<file path="src/hw/pcl_pkg.sv">
package pcl_pkg;

    // ****************************************************************
    // clock and timing
    // ****************************************************************
    localparam real         CLK_PERIOD_NS   = 100.0;
    localparam real         STAB_TIME_MS    = 5.39;
    // longest wait: round down to whole cycles
    localparam int          STAB_CYCLES_INT =
        int'($floor(STAB_TIME_MS * 1.0e6 / CLK_PERIOD_NS));
    localparam int          STAB_CNT_W      = 17;
    localparam logic [16:0] STAB_CYCLES     = STAB_CYCLES_INT[16:0];

    // ****************************************************************
    // register map, byte addresses
    // ****************************************************************
    localparam int         ADDR_W          = 8;
    localparam logic [7:0] OFS_CTRL        = 8'h00;
    localparam logic [7:0] OFS_LEVEL       = 8'h04;
    localparam logic [7:0] OFS_CAUSE       = 8'h08;
    localparam logic [7:0] OFS_INT_STATUS  = 8'h0C;
    localparam logic [7:0] OFS_INT_MASK    = 8'h10;
    localparam logic [7:0] OFS_POC_STATUS  = 8'h14;

    // ****************************************************************
    // field positions and reset values
    // ****************************************************************
    localparam int         CTRL_EN_BIT     = 7;
    localparam int         CTRL_SRC_BIT    = 2;
    localparam int         CTRL_ACT_BIT    = 1;
    localparam int         CTRL_FLAG_BIT   = 0;
    localparam logic [7:0] CTRL_WR_MASK    = 8'h86;
    localparam int         LEVEL_W         = 4;
    localparam int         CAUSE_WDT_BIT   = 4;
    localparam int         CAUSE_LVD_BIT   = 0;
    localparam int         INT_FALL_BIT    = 0;
    localparam int         INT_RISE_BIT    = 1;
    localparam int         INT_W           = 2;
    localparam int         POC_MODE_BIT    = 0;
    localparam logic [7:0] CTRL_RST        = 8'h00;
    localparam logic [3:0] LEVEL_RST       = 4'h0;
    localparam logic [7:0] CAUSE_RST       = 8'h00;
    localparam logic [1:0] INT_RST         = 2'h0;
    localparam logic [31:0] RDATA_RST      = 32'h0000_0000;

    // ****************************************************************
    // types
    // ****************************************************************
    typedef enum logic [1:0] {
        POC_WAIT_LOW,
        POC_STAB,
        POC_RUN
    } pcl_poc_state_type;

    // comparator outputs and reset requests, all asynchronous
    typedef struct packed {
        logic ext_reset_req;
        logic wdt_reset_req;
        logic por_mode_option;
        logic pin_ok;
        logic supply_ok;
        logic por_high_ok;
        logic por_low_ok;
    } pcl_analog_type;

    typedef struct packed {
        pcl_analog_type s1;
        pcl_analog_type s2;
    } pcl_sync_state_type;

    typedef struct packed {
        pcl_poc_state_type       poc_state;
        logic                    por_mode;
        logic [STAB_CNT_W-1:0]   stab_cnt;
        logic [7:0]              ctrl;
        logic [LEVEL_W-1:0]      level;
        logic [7:0]              cause;
        logic [INT_W-1:0]        int_status;
        logic [INT_W-1:0]        int_mask;
        logic                    below_prev;
        logic                    rst_n_out;
        logic                    irq;
        logic                    pready;
        logic                    pslverr;
        logic [31:0]             prdata;
    } pcl_state_type;

endpackage

</file>
<file path="src/hw/pcl_sync.sv">
`timescale 1ns/1ps

// two-stage synchroniser for every comparator and request line
module pcl_sync
(
    input  wire logic                    sys_clk,
    input  wire logic                    arst_n,
    input  wire pcl_pkg::pcl_analog_type d,
    output pcl_pkg::pcl_analog_type      q
);

    pcl_pkg::pcl_sync_state_type state_reg;
    pcl_pkg::pcl_sync_state_type state_next;

    // runs without the clock enable so detection keeps working in stop
    always_comb
    begin
        state_next    = state_reg;
        state_next.s1 = d;
        state_next.s2 = state_reg.s1;
    end

    always_ff @(posedge sys_clk or negedge arst_n)
    begin
        if (!arst_n)
        begin
            state_reg <= '0;
        end
        else
        begin
            state_reg <= state_next;
        end
    end

    assign q = state_reg.s2;

endmodule

</file>
<file path="src/hw/pcl_top.sv">
// Chosen here: the APB interface to the registers and the placing of the registers.
`timescale 1ns/1ps

// Functional notes
// low mode holds reset until supply passes low point
// low mode resets below low point, releases above
// dual mode holds reset until high point
// dual mode asserts at low, releases at high
// dual mode inserts stabilisation wait after low point
// source select picks supply or pin comparator
// action select picks reset or interrupt
// reset action, supply below level asserts reset
// reset action, pin below reference asserts reset
// interrupt action fires on both crossing directions
// read-only flag shows compared voltage below level
// detector reset sets its reset cause flag
// sixteen level codes drive the supply comparator
// detector compares only when enabled, flag zero otherwise
// level code in bits 3..0, upper bits zero
// non-detector resets clear control and level registers
// power-on clear zeroes whole reset cause register
// comparator outputs pass two-stage synchroniser first
// detector keeps working while processor clock stopped
module pcl_top
#(
    parameter logic [16:0] STAB_CYCLES = pcl_pkg::STAB_CYCLES
)
(
    input  wire logic                        sys_clk,
    input  wire logic                        arst_n,
    input  wire logic                        clk_en,
    input  wire pcl_pkg::pcl_analog_type     analog_in,
    input  wire logic                        psel,
    input  wire logic                        penable,
    input  wire logic                        pwrite,
    input  wire logic [31:0]                 paddr,
    input  wire logic [31:0]                 pwdata,
    input  wire logic [3:0]                  pstrb,
    output logic                             pready,
    output logic                             pslverr,
    output logic [31:0]                      prdata,
    output logic                             internal_reset_n,
    output logic                             irq,
    output logic                             detector_enable,
    output logic                             detect_source_select,
    output logic [pcl_pkg::LEVEL_W-1:0]      supply_detect_level
);

    // ****************************************************************
    // synchronised comparator and request levels
    // ****************************************************************
    pcl_pkg::pcl_analog_type sync_in;

    pcl_sync u_sync
    (
        .sys_clk (sys_clk),
        .arst_n  (arst_n),
        .d       (analog_in),
        .q       (sync_in)
    );

    pcl_pkg::pcl_state_type state_reg;
    pcl_pkg::pcl_state_type state_next;

    logic        por_hold;
    logic        other_hold;
    logic        below;
    logic        lvd_reset;
    logic        compare_ok;
    logic        access;
    logic        complete;
    logic        addr_hit;
    logic [7:0]  ofs;
    logic [31:0] rd_value;
    logic [7:0]  wr_byte;
    logic        wr_en;

    // ****************************************************************
    // live comparison
    // ****************************************************************
    always_comb
    begin
        compare_ok = state_reg.ctrl[pcl_pkg::CTRL_SRC_BIT] ?
                     sync_in.pin_ok : sync_in.supply_ok;
        // disabled detector reads as not below
        below      = state_reg.ctrl[pcl_pkg::CTRL_EN_BIT] && !compare_ok;
        lvd_reset  = below && state_reg.ctrl[pcl_pkg::CTRL_ACT_BIT];
        por_hold   = (state_reg.poc_state != pcl_pkg::POC_RUN);
        other_hold = sync_in.ext_reset_req || sync_in.wdt_reset_req;
    end

    // ****************************************************************
    // bus decode
    // ****************************************************************
    always_comb
    begin
        ofs      = paddr[pcl_pkg::ADDR_W-1:0];
        access   = psel && penable;
        complete = access && state_reg.pready;
        wr_byte  = pwdata[7:0];
        wr_en    = complete && pwrite && pstrb[0] && !state_reg.pslverr;
        addr_hit = (paddr[31:pcl_pkg::ADDR_W] == '0) && (paddr[1:0] == 2'b00);
        rd_value = 32'h0000_0000;
        unique case (ofs)
            pcl_pkg::OFS_CTRL:
            begin
                rd_value[7:0] = state_reg.ctrl;
                rd_value[pcl_pkg::CTRL_FLAG_BIT] = below;
            end
            pcl_pkg::OFS_LEVEL:
            begin
                rd_value[pcl_pkg::LEVEL_W-1:0] = state_reg.level;
            end
            pcl_pkg::OFS_CAUSE:
            begin
                rd_value[7:0] = state_reg.cause;
            end
            pcl_pkg::OFS_INT_STATUS:
            begin
                rd_value[pcl_pkg::INT_W-1:0] = state_reg.int_status;
            end
            pcl_pkg::OFS_INT_MASK:
            begin
                rd_value[pcl_pkg::INT_W-1:0] = state_reg.int_mask;
            end
            pcl_pkg::OFS_POC_STATUS:
            begin
                rd_value[pcl_pkg::POC_MODE_BIT] = state_reg.por_mode;
            end
            default:
            begin
                addr_hit = 1'b0;
            end
        endcase
    end

    // ****************************************************************
    // next state
    // ****************************************************************
    always_comb
    begin
        state_next = state_reg;

        // power-on clear sequencer, never gated by the clock enable
        unique case (state_reg.poc_state)
            pcl_pkg::POC_WAIT_LOW:
            begin
                // option is caught while held, before any release
                state_next.por_mode = sync_in.por_mode_option;
                state_next.stab_cnt = '0;
                if (sync_in.por_low_ok)
                begin
                    if (sync_in.por_mode_option)
                    begin
                        state_next.poc_state = pcl_pkg::POC_STAB;
                    end
                    else
                    begin
                        state_next.poc_state = pcl_pkg::POC_RUN;
                    end
                end
            end
            pcl_pkg::POC_STAB:
            begin
                if (!sync_in.por_low_ok)
                begin
                    state_next.poc_state = pcl_pkg::POC_WAIT_LOW;
                end
                else
                begin
                    if (state_reg.stab_cnt != STAB_CYCLES)
                    begin
                        state_next.stab_cnt = state_reg.stab_cnt + 1'b1;
                    end
                    // full wait even on a fast rise to the high point
                    if ((state_reg.stab_cnt == STAB_CYCLES) && sync_in.por_high_ok)
                    begin
                        state_next.poc_state = pcl_pkg::POC_RUN;
                    end
                end
            end
            pcl_pkg::POC_RUN:
            begin
                if (!sync_in.por_low_ok)
                begin
                    state_next.poc_state = pcl_pkg::POC_WAIT_LOW;
                end
            end
        endcase

        // bus side, frozen while the clock enable is low
        if (clk_en)
        begin
            state_next.pready  = access && !state_reg.pready;
            state_next.pslverr = access && !state_reg.pready && !addr_hit;
            if (access && !state_reg.pready)
            begin
                state_next.prdata = rd_value;
            end
            if (wr_en)
            begin
                unique case (ofs)
                    pcl_pkg::OFS_CTRL:
                    begin
                        state_next.ctrl = wr_byte & pcl_pkg::CTRL_WR_MASK;
                    end
                    pcl_pkg::OFS_LEVEL:
                    begin
                        state_next.level = wr_byte[pcl_pkg::LEVEL_W-1:0];
                    end
                    pcl_pkg::OFS_INT_STATUS:
                    begin
                        state_next.int_status = state_reg.int_status &
                                                ~wr_byte[pcl_pkg::INT_W-1:0];
                    end
                    pcl_pkg::OFS_INT_MASK:
                    begin
                        state_next.int_mask = wr_byte[pcl_pkg::INT_W-1:0];
                    end
                    default:
                    begin
                        state_next.int_mask = state_next.int_mask;
                    end
                endcase
            end
            // reading the cause register empties it
            if (complete && !pwrite && (ofs == pcl_pkg::OFS_CAUSE) && addr_hit)
            begin
                state_next.cause = pcl_pkg::CAUSE_RST;
            end
        end

        // interrupt action: both crossings, detected on the live level
        state_next.below_prev = below;
        if (!state_reg.ctrl[pcl_pkg::CTRL_ACT_BIT] && (below != state_reg.below_prev))
        begin
            if (below)
            begin
                state_next.int_status[pcl_pkg::INT_FALL_BIT] = 1'b1;
            end
            else
            begin
                state_next.int_status[pcl_pkg::INT_RISE_BIT] = 1'b1;
            end
        end

        // watchdog: clears control, keeps detector cause, marks itself
        if (sync_in.wdt_reset_req)
        begin
            state_next.ctrl       = pcl_pkg::CTRL_RST;
            state_next.level      = pcl_pkg::LEVEL_RST;
            state_next.int_status = pcl_pkg::INT_RST;
            state_next.int_mask   = pcl_pkg::INT_RST;
            state_next.cause[pcl_pkg::CAUSE_WDT_BIT] = 1'b1;
        end

        // power-on clear and external reset wipe control, level, cause and both interrupt registers
        if (por_hold || sync_in.ext_reset_req)
        begin
            state_next.ctrl       = pcl_pkg::CTRL_RST;
            state_next.level      = pcl_pkg::LEVEL_RST;
            state_next.cause      = pcl_pkg::CAUSE_RST;
            state_next.int_status = pcl_pkg::INT_RST;
            state_next.int_mask   = pcl_pkg::INT_RST;
            state_next.below_prev = 1'b0;
        end

        // detector reset leaves control and level alone; set beats read clear
        if (lvd_reset && !por_hold)
        begin
            state_next.cause[pcl_pkg::CAUSE_LVD_BIT] = 1'b1;
        end

        // detector paths use only sys_clk, which keeps running in stop
        state_next.rst_n_out = !(por_hold || lvd_reset || other_hold);
        state_next.irq       = |(state_next.int_status & state_next.int_mask);
    end

    // ****************************************************************
    // state register
    // ****************************************************************
    always_ff @(posedge sys_clk or negedge arst_n)
    begin
        if (!arst_n)
        begin
            state_reg            <= '0;
            state_reg.ctrl       <= pcl_pkg::CTRL_RST;
            state_reg.level      <= pcl_pkg::LEVEL_RST;
            state_reg.cause      <= pcl_pkg::CAUSE_RST;
            state_reg.int_status <= pcl_pkg::INT_RST;
            state_reg.int_mask   <= pcl_pkg::INT_RST;
            state_reg.prdata     <= pcl_pkg::RDATA_RST;
            state_reg.rst_n_out  <= 1'b0;
        end
        else
        begin
            state_reg <= state_next;
        end
    end

    // ****************************************************************
    // outputs straight from the state register
    // ****************************************************************
    assign pready               = state_reg.pready;
    assign pslverr              = state_reg.pslverr;
    assign prdata               = state_reg.prdata;
    assign internal_reset_n     = state_reg.rst_n_out;
    assign irq                  = state_reg.irq;
    assign detector_enable      = state_reg.ctrl[pcl_pkg::CTRL_EN_BIT];
    assign detect_source_select = state_reg.ctrl[pcl_pkg::CTRL_SRC_BIT];
    assign supply_detect_level  = state_reg.level;

endmodule

</file>
<file path="config.mk">
export PLATFORM = sky130hd
export DESIGN_NAME = pcl_top
export DESIGN_NICKNAME = d
export VERILOG_FILES = /design/src/hw/pcl_pkg.sv /design/src/hw/pcl_sync.sv /design/src/hw/pcl_top.sv
export SDC_FILE = /design/constraint.sdc
export NUM_CORES = 1
export LEC_CHECK = 0
export BUFFER_PORTS_ARGS = -buffer_cell sky130_fd_sc_hd__buf_2
export CAP_MARGIN = 10
export CORE_MARGIN = 10
export CORE_UTILIZATION = 40
export CTS_BUF_LIST = sky130_fd_sc_hd__clkbuf_16
export DETAILED_ROUTE_END_ITERATION = 8
export GPL_ROUTABILITY_DRIVEN = 0
export MAX_ROUTING_LAYER = met4
export PLACE_DENSITY = 0.71
export SYNTH_ARGS = -nofsm -noshare
export SYNTH_HDL_FRONTEND = slang
export SYNTH_HIERARCHICAL = 1
export SYNTH_SLANG_ARGS = --single-unit
export TNS_END_PERCENT = 20
</file>
<file path="constraint.sdc">
create_clock -name sys_clk -period 1.6 [get_ports sys_clk]
set_input_delay 0.32 -clock sys_clk [delete_from_list [all_inputs] [get_ports sys_clk]]
set_output_delay 0.32 -clock sys_clk [all_outputs]
set_load 0.005 [all_outputs]
</file>
==> results by stage, run 1 <==
Status:
- The final reports fail on negative hold slack, negative setup slack.
- The flow ran to the end, but the final reports show violations.

Route:
- The routed layout has 2527 vias.
- Before antenna repair, the detailed router went through 4 iterations.
- The post-detailed-route DRC marker count is 0.
- In the final routed layout, each cell accounts on average for 14.3 um.
- The initial DRC count is 132.
- The number of antenna-violating nets in the routed design is 0.
- The routed via count divided by cell count is 4.86.
- The total wirelength of the detailed-routed design is 7460 um.

Global routing:
- The largest net degree at the start of global routing is 60.
- The global-route usage over all layers is 13.2%.
- The first global-routing pass estimated 12000 um of wire.
- The initial antenna violation count is 0.
- The via count of the first global-routing pass is 2555.
- The global routing usage on met2 is 20.3%.
- For this run the aggregate overflow at the end of global routing stands at 0.
- In this run the most used layer during global routing was met2.
- The met1 track demand over resource in global routing is 15.5%.
- The global-route track usage on met3 is 2.86%.

Finish:
- For this run, the post-layout net count is 500.
- The number of flip-flops in the largest register is 28.
- Cells fill 53.4% of the core in the end.
- The synthesis-to-finish area growth is 31.9%.
- The final cell count without fillers is 520.
- The antenna diode count is 0.
- Cells with a size suffix above 1 make up 38.3% of the layout.

STA:
- On the final layout, the worst clock skew is 0.00448 ns.
- The shortest clock period the worst path allows after layout is 1.70 ns.
- Setup slack on the critical path of the routed design comes to -0.0987 ns.
- Setup repair after global routing could not meet its margin everywhere.
- Hold timing on the final database bottoms out at a slack of -0.00103 ns.
- The final count of pins violating max slew is 0.
- The count of final setup violators is 16.
- The number of failing hold endpoints at the final stage is 1.
- The maximum achievable frequency is 589 MHz.
- Of the available clock period, the critical path in the final layout requires 106%.

Setup path:
- The worst setup path is of the reg2reg kind.
- The startpoint kind of the worst setup timing path is a register.
- The type of destination of the critical path is a register.
- At the worst endpoint, the arrival time is 1.90 ns.
- The startpoint of the lowest-slack register-to-register path is state_reg[61].
- In this run the worst setup path begins at state_reg[61].
- Along the worst path, the maximum fanout reaches 3.
- The data required time of the worst path is 1.80 ns.

Floorplan:
- The effective utilization at floorplan is 40.5%.
- During I/O placement, the number of pins put on the boundary was 123.
- The site row count is 32.
- The die covers 0.0117 mm2.
- The die is 108 um wide.
- The core area is 0.00765 mm2.
- The chip height is 108 um.

CTS:
- TritonCTS built the clock tree.
- The number of hold buffers added after cts is 0.
- Clock-pin slew was measured on the worst setup and hold paths at 0.05 ns.
- The tree is rooted in a sky130_fd_sc_hd__clkbuf_16.
- The clock passes through at most 2 buffers.
- The sink count of the clock tree is 59.
- For the worst-skew pair, the clock arrives at the later sink with an insertion delay of 0.32 ns.
- The number of buffers created by CTS is 9.
- CTS built an H-tree with a depth of 3.

Logic synthesis:
- The sequential cell area fraction in the yosys report is 47.7%.
- The cell area after technology mapping is 0.00310 mm2.
- The number of flops mapped to enable cells by yosys is 0.
- In this run the mean area of a mapped cell was 9.96 um2.
- After synthesis the netlist holds a flip-flop and latch count of 59.
- After technology mapping, the gate count stands at 311.
- The synthesis warning total is 6.
- In the synthesized netlist the async set-or-reset flop fraction comes to 100%.
- The top flip-flop cell by instance count after synthesis is sky130_fd_sc_hd__dfrtp_1.
- The number of distinct standard cells referenced by the synthesized netlist is 49.

Placed design:
- The final HPWL from detailed placement is 5660 um.
- Including well taps, the total number of placed cells is 500.
- During placement, the flow inserted port buffers numbering 68.

Hold path:
- The worst hold path belongs to the class in2async.

Power and ir drop:
- The worst-case IR drop observed on VDD is 634 uV.
- The total power draw is 4.42 mW.
- For this design the static power due to leakage is 1.97 nW.
- The power density relative to cell area is 1080 mW/mm2.

Flow run:
- Across the run, the number of max-cap violations was 0.
[power breakdown]
part	switching [mW]	internal (mW)
Clock	0.618	1.18
Sequential	0.0458	1.58
Combinational	0.513	0.481
[Yosys cell counts (all sizes together), types with 8 or more instances]
| library cell | instances | area (um2) |
|---|---|---|
| nand4 | 13 | 81.3 |
| o21ai | 12 | 60.1 |
| nand2 | 27 | 101 |
| nor2 | 25 | 96.4 |
| buf | 41 | 308 |
| nand3 | 18 | 103 |
| dfrtp | 59 | 1480 |
| mux2i | 8 | 80.1 |
| inv | 11 | 41.3 |
| nor4 | 9 | 71.3 |
[final timing paths]
check	endpoint	slack (ns)	cells after the start
worst max-delay path	state_reg[79]	-0.1	7
max in group asynchronous	state_reg[37]	1.34	2
worst min-delay path	state_reg[77]	-0.001	2
min in group sys_clk	u_sync/state_next[5]	0.10	1
worst max register to register	state_reg[79]	-0.1	7
worst min register to register	u_sync/q[2]	0.34	0
[cell usage in the layout (no fill, tap or decap), drive strengths merged, types with 2 or more instances in the layout]
cell,n
a21oi,6
a22o,2
and2,3
and3,4
and4,2
buf,116
clkbuf,9
clkinv,3
clkinvlp,2
conb,24
dfrtp,59
ha,5
inv,11
mux2,7
mux2i,8
nand2,27
nand2b,5
nand3,18
nand4,13
nor2,25
nor2b,6
nor3,7
nor4,9
o211ai,5
o21ai,12
o22ai,3
o31ai,3
or2,4
or4,2
xnor2,2
xor2,7
[cell families after synthesis]
group	share of synthesized area, %
AND/OR/NAND/NOR	22.5
flip-flops	47.7
buffers and inverters	12.0
AO/OA/AOI/OAI	8.00
multiplexers	5.13
XOR/XNOR	2.55
adder cells (fa/ha/maj)	2.02
other	0.121
[routing by layer]
metal	vias up	part of all wire (%)
met1	1196	42
met4	0	2.8
met3	20	5.9
met5	-	0
met2	76	49
li1	1235	-
[through the flow]
step	setup TNS, ns	setup slack, ns	hold slack [ns]	area (um2)
after global routing	-3.05	-0.203	0.0242	4080
after global placement	-6.26	-0.307	0.332	3670
final	-0.591	-0.0987	-0.00103	4080
after floorplan	-1.16	-0.152	0.0244	3200
after detailed placement	-6.19	-0.305	0.335	3670
after CTS	-0.337	-0.0720	0.0116	4010
[critical path: stages, from the launching register on]
cell and delay, ns:
sky130_fd_sc_hd__dfrtp_1 0.37, sky130_fd_sc_hd__inv_1 0.06, sky130_fd_sc_hd__ha_2 0.16, sky130_fd_sc_hd__nor4b_4 0.20, sky130_fd_sc_hd__nand4_1 0.21, sky130_fd_sc_hd__nor3_2 0.18
sky130_fd_sc_hd__a211oi_2 0.09, sky130_fd_sc_hd__mux2_4 0.31
[timing repair]
item / CTS / global route
resized for setup: 8 / 15
cloned: 0 / 1
setup endpoints to repair: 18 / 32
pin swaps: 5 / 16
buffers inserted: 1 / 3
endpoints found under the hold margin: 0 / 0
[layout make-up]
cell class | instances | area [um2]
Clock buffer | 9 | 225
Clock inverter | 6 | 57.6
Fill cell | 685 | 3560
Inverter | 11 | 41.3
Multi-Input combinational cell | 217 | 1440
Sequential cell | 59 | 1480
Tap cell | 102 | 128
Timing Repair Buffer | 116 | 718
No activity file was read; power rests on OpenSTA's default activity.
==> run 2, diff against run 1 <==
--- a/config.mk
+++ b/config.mk
@@ -5,6 +5,7 @@
 export SDC_FILE = /design/constraint.sdc
 export NUM_CORES = 1
 export LEC_CHECK = 0
+export ABC_AREA = 1
 export BUFFER_PORTS_ARGS = -buffer_cell sky130_fd_sc_hd__buf_2
 export CAP_MARGIN = 10
 export CORE_MARGIN = 10
@@ -13,7 +14,7 @@
 export DETAILED_ROUTE_END_ITERATION = 8
 export GPL_ROUTABILITY_DRIVEN = 0
 export MAX_ROUTING_LAYER = met4
-export PLACE_DENSITY = 0.71
+export PLACE_DENSITY = 0.69
 export SYNTH_ARGS = -nofsm -noshare
 export SYNTH_HDL_FRONTEND = slang
 export SYNTH_HIERARCHICAL = 1
==> constraint.sdc (replaced) <==
create_clock -name sys_clk -period 1.5 [get_ports sys_clk]
set_input_delay 0.3 -clock sys_clk [delete_from_list [all_inputs] [get_ports sys_clk]]
set_output_delay 0.3 -clock sys_clk [all_outputs]
set_load 0.005 [all_outputs]
==> results by stage, run 2 <==
STA:
- The number of failing hold endpoints at the final stage is 0 (-1).
- The portion of the clock cycle consumed by the worst path in the final layout is 100% (-6.2 points).
- The shortest clock period the worst path allows after layout came to 1.50 ns (-0.199 ns).
- The count of final setup violators is 0 (-16).
- The final-layout worst hold slack was 0.0814 ns (+0.0825 ns).
- The final count of pins violating max slew is 0 (unchanged).
- The maximum achievable frequency is 667 MHz (+13%).
- The final setup skew is 0.00989 ns (+0.00541 ns).
- Setup repair after global routing could not meet its margin everywhere.

Global routing:
- The met1 track demand over resource in global routing is 15.9% (+0.47 points).
- The initial antenna violation count came to 0 (unchanged).
- The first-pass GRT wire length is 14500 um (+20%).
- The via count of the first global-routing pass is 3043 (+19%).
- The largest net degree at the start of global routing came to 47 (-22%).
- The global routing usage on met2 is 22.7% (+2.4 points).
- The remaining global-route overflow is 0 (unchanged).
- The global-route usage over all layers is 14.2% (+1.0 points).
- The global-route track usage on met3 is 5.23% (+2.4 points).
- After global routing, the most crowded layer is met2.

CTS:
- The sink count of the clock tree came to 59 (unchanged).
- The clock tree buffer depth is 2 (unchanged).
- TritonCTS built the clock tree.
- The clock network latency to the later pin of the worst-skew pair came to 0.33 ns (about the same).
- In this run the clock root is driven by a sky130_fd_sc_hd__clkbuf_16.
- The number of H-tree levels was 3 (unchanged).
- The number of buffers created by CTS is 9 (unchanged).
- The clock transition at the registers of the reported paths is 0.06 ns (about the same).

Flow run:
- The number of max-capacitance violations reported came to 0 (unchanged).

Logic synthesis:
- The flip-flop and latch count after synthesis is 59 (unchanged).
- The synthesis warning total was 6 (unchanged).
- The number of distinct standard cells referenced by the synthesized netlist was 36 (-27%).
- The gate count of the mapped netlist was 440 (+41%).
- The sequential cell area fraction in the yosys report was 42.4% (-5.3 points).
- The number of flops mapped to enable cells by yosys came to 0 (unchanged).
- Ranked by total cell area, the synthesized netlist is headed by sky130_fd_sc_hd__dfrtp_1 (42%), sky130_fd_sc_hd__nand2_1 (11%), sky130_fd_sc_hd__buf_4 (7.8%).
- The top cell type's share of synthesized area came to 42.4% (-5.3 points).
- The post-synthesis area per instance was 7.91 um2 (-21%).
- By count the netlist is led by sky130_fd_sc_hd__nand2_1 (101), sky130_fd_sc_hd__dfrtp_1 (59), sky130_fd_sc_hd__nor2_1 (50).
- Summed over all instances, the cell type with the most area after synthesis is sky130_fd_sc_hd__dfrtp_1.
- In the post-synthesis netlist, the cell with the most instances is sky130_fd_sc_hd__nand2_1.
- The cell area after technology mapping came to 0.00348 mm2 (+12%).
- The post-synthesis async set-or-reset flop share is 100% (unchanged).
- Among all flip-flop cells after synthesis, the most frequent one is sky130_fd_sc_hd__dfrtp_1.

Floorplan:
- The site row count came to 33 (+3.1%).
- The die outline area came to 0.0128 mm2 (+10%).
- The core area was 0.00834 mm2 (+9.1%).
- The horizontal die dimension is 113 um (+4.9%).
- The total I/O pin count is 123 (unchanged).
- The chip height came to 113 um (+4.9%).
- The effective utilization at floorplan is 41.7% (+1.2 points).

Setup path:
- The worst path arrival time is 1.72 ns (-0.18 ns).
- The worst register-to-register path begins at state_reg[80].
- The most repeated library cell on the critical path is sky130_fd_sc_hd__inv_2.
- The family of cells with the greatest summed delay on the critical path is simple AND/OR/NAND/NOR gates.
- The biggest cell delay along the critical path is 0.43 ns (+0.06 ns).
- The biggest fanout along the worst timing path is 8 (+5).
- STA classifies the critical path endpoint as a register.
- The critical path goes through inv_2 > ha_2 > inv_2 > or2_4 > nand2_8 > inv_6 > nand2_1 > o21ai_2.
- The combined buffer and inverter count along the critical path is 3 (+2).
- The number of cell instances on the worst register-to-register path is 8 (+1).
- The endpoint of the most critical register-to-register path is state_reg[67].
- The worst setup path is launched from a register.
- The setup slack on the worst flop-to-flop path was 0.0004 ns (+0.10 ns).
- The master of the slowest instance on the critical path is sky130_fd_sc_hd__dfrtp_1.
- The critical setup path kind is reg2reg.
- The data required time of the worst path is 1.72 ns (-0.08 ns).

Power and ir drop:
- The switching power as a share of total power was 34.3% (+7.6 points).
- The internal power contribution is 3.54 mW (+9.2%).
- The total power draw came to 5.38 mW (+22%).
- The combinational group share of total power was 29.3% (+6.8 points).
- The power density relative to cell area came to 1220 mW/mm2 (+13%).
- The share of total power in sequential cells is 33.0% (-3.8 points).
- The static power due to leakage is 2.21 nW (+12%).
- The power spent charging and discharging nets is 1.85 mW (+57%).
- The worst vdd rail ir drop was 798 uV (+26%).
- The part of the total power dissipated in the clock network was 37.6% (-3.1 points).

Route:
- The number of antenna-violating nets in the routed design came to 0 (unchanged).
- The total wirelength of the detailed-routed design is 9050 um (+21%).
- The final routed wire length divided by cell count was 14.0 um (-2.4%).
- The post-detailed-route DRC marker count is 0 (unchanged).
- The total via count after detailed routing is 3144 (+24%).
- The initial DRC count was 166 (+26%).
- The length of the first detailed-routing pass in iterations is 4 (unchanged).
- The routed via count divided by cell count was 4.87 (+0.15%).

Finish:
- The fraction of layout cells with a size suffix above 1 was 33.6% (-4.6 points).
- Leaving out fill and tap cells, the most frequent cells in the layout are sky130_fd_sc_hd__nand2_1 (97), sky130_fd_sc_hd__buf_2 (68), sky130_fd_sc_hd__dfrtp_1 (59).
- The net count reported at finish is 622 (+24%).
- The number of flip-flops in the largest register is 28 (unchanged).
- The summed area of non-filler cells in the final layout was 0.00440 mm2 (+7.8%).
- The utilization after layout was 52.8% (-0.64 points).
- Leaving out fill and tap cells, the most frequent cell in the layout is sky130_fd_sc_hd__nand2_1.
- The synthesis-to-finish area growth is 26.4%.
- The final cell count without fillers came to 646 (+24%).
- The antenna diode count was 0 (unchanged).

Placed design:
- The instance area after placement is 0.00391 mm2 (+6.5%).
- The final HPWL from detailed placement is 6650 um (+17%).
- The number of placed instances with taps included is 620 (+24%).
- The number of buffer cells added on primary ports is 68 (unchanged).

Hold path:
- The path class of the tightest hold or removal check is in2reg.
- Along the worst hold path, the cell count comes to 1.
- The startpoint identified for the worst hold timing path is analog_in[2].
- The endpoint of the worst hold path is u_sync/state_next[2].

Status:
- The flow ran to the end, and the final reports show no timing, DRC or antenna violations.
==> run 2: changes by cell type after synthesis, moves of 6 or more <==
cell	change
sky130_fd_sc_hd__nand2_2	+9
sky130_fd_sc_hd__o21ai_2	+9
sky130_fd_sc_hd__nand2_1	+74
sky130_fd_sc_hd__nor4_1	-8
sky130_fd_sc_hd__nor2b_1	-6
sky130_fd_sc_hd__clkbuf_1	-6
sky130_fd_sc_hd__mux2i_1	-8
sky130_fd_sc_hd__nor2_1	+26
sky130_fd_sc_hd__nand3_1	+27
sky130_fd_sc_hd__inv_1	+30
sky130_fd_sc_hd__o21ai_0	+6
sky130_fd_sc_hd__nand3b_1	+6
==> run 2: logic make-up after synthesis <==
| kind of cell | after synthesis | synth area share, % |
|---|---|---|
| flops | 59 | 42.4 |
| buf+inv | 88 | 14.8 |
| simple gates | 245 | 33.0 |
| fa+ha+maj | 5 | 1.80 |
| xor+xnor | 5 | 1.26 |
| compound gates | 37 | 6.61 |
| other cells | 1 | 0.108 |
==> run 2: how the worst max path moves through the flow <==
stage	to	cells past startpoint	slack, ns	startpoint
6_report	state_reg[67]	8	0.0004	state_reg[80]
5_1_grt	state_reg[54]	10	-0.09	state_reg[79]
4_1_cts	supply_detect_level[2]	10	-0.02	state_reg[79]
3_5_place_dp	state_reg[73]	10	-0.03	state_reg[62]
3_3_place_gp	state_reg[73]	10	-0.008	state_reg[61]
2_1_floorplan	state_reg[67]	11	0.03	state_reg[80]
==> run 2: area by class of cell <==
cell class                 instances  area, um2
tap                              105        131
sequential                        59       1480
inverter                          47        191
timing repair buffer              99        596
clock inverter                     7       68.8
multi-input combinational        317       1680
fill                             757       3940
clock buffer                       9        225
timing repair inverter             3       28.8
==> run 2: layer usage <==
metal  vias up  part of all wire [%]
li1       1543                     -
met1      1460                    40
met2       122                    51
met3        19                   7.4
met4         0                   2.3
met5         -                     0
==> run 2: power by group through the flow <==
stage               clock [mW]  sequential [mW]  combinational, mW
global placement             0             1.78               1.09
CTS                       2.06             1.76               1.30
detailed placement           0             1.79               1.12
global route              2.14             1.79               1.72
floorplan                    0             1.79              0.962
finish                    2.03             1.78               1.58
==> run 2: through the flow <==
step                setup TNS, ns  setup slack (ns)
floorplan                       0            0.0333
global placement          -0.0255          -0.00826
detailed placement         -0.256           -0.0307
CTS                       -0.0590           -0.0211
global route                -1.39           -0.0872
finish                          0          0.000440
==> run 2: what timing repair did <==
action	4_1_cts	5_1_grt
setup buffers	0	5
cloned	2	2
hold buffers	1	0
endpoints found under the hold margin	59	0
pin swaps	0	16
setup endpoints to repair	18	27
gates resized for setup	6	32
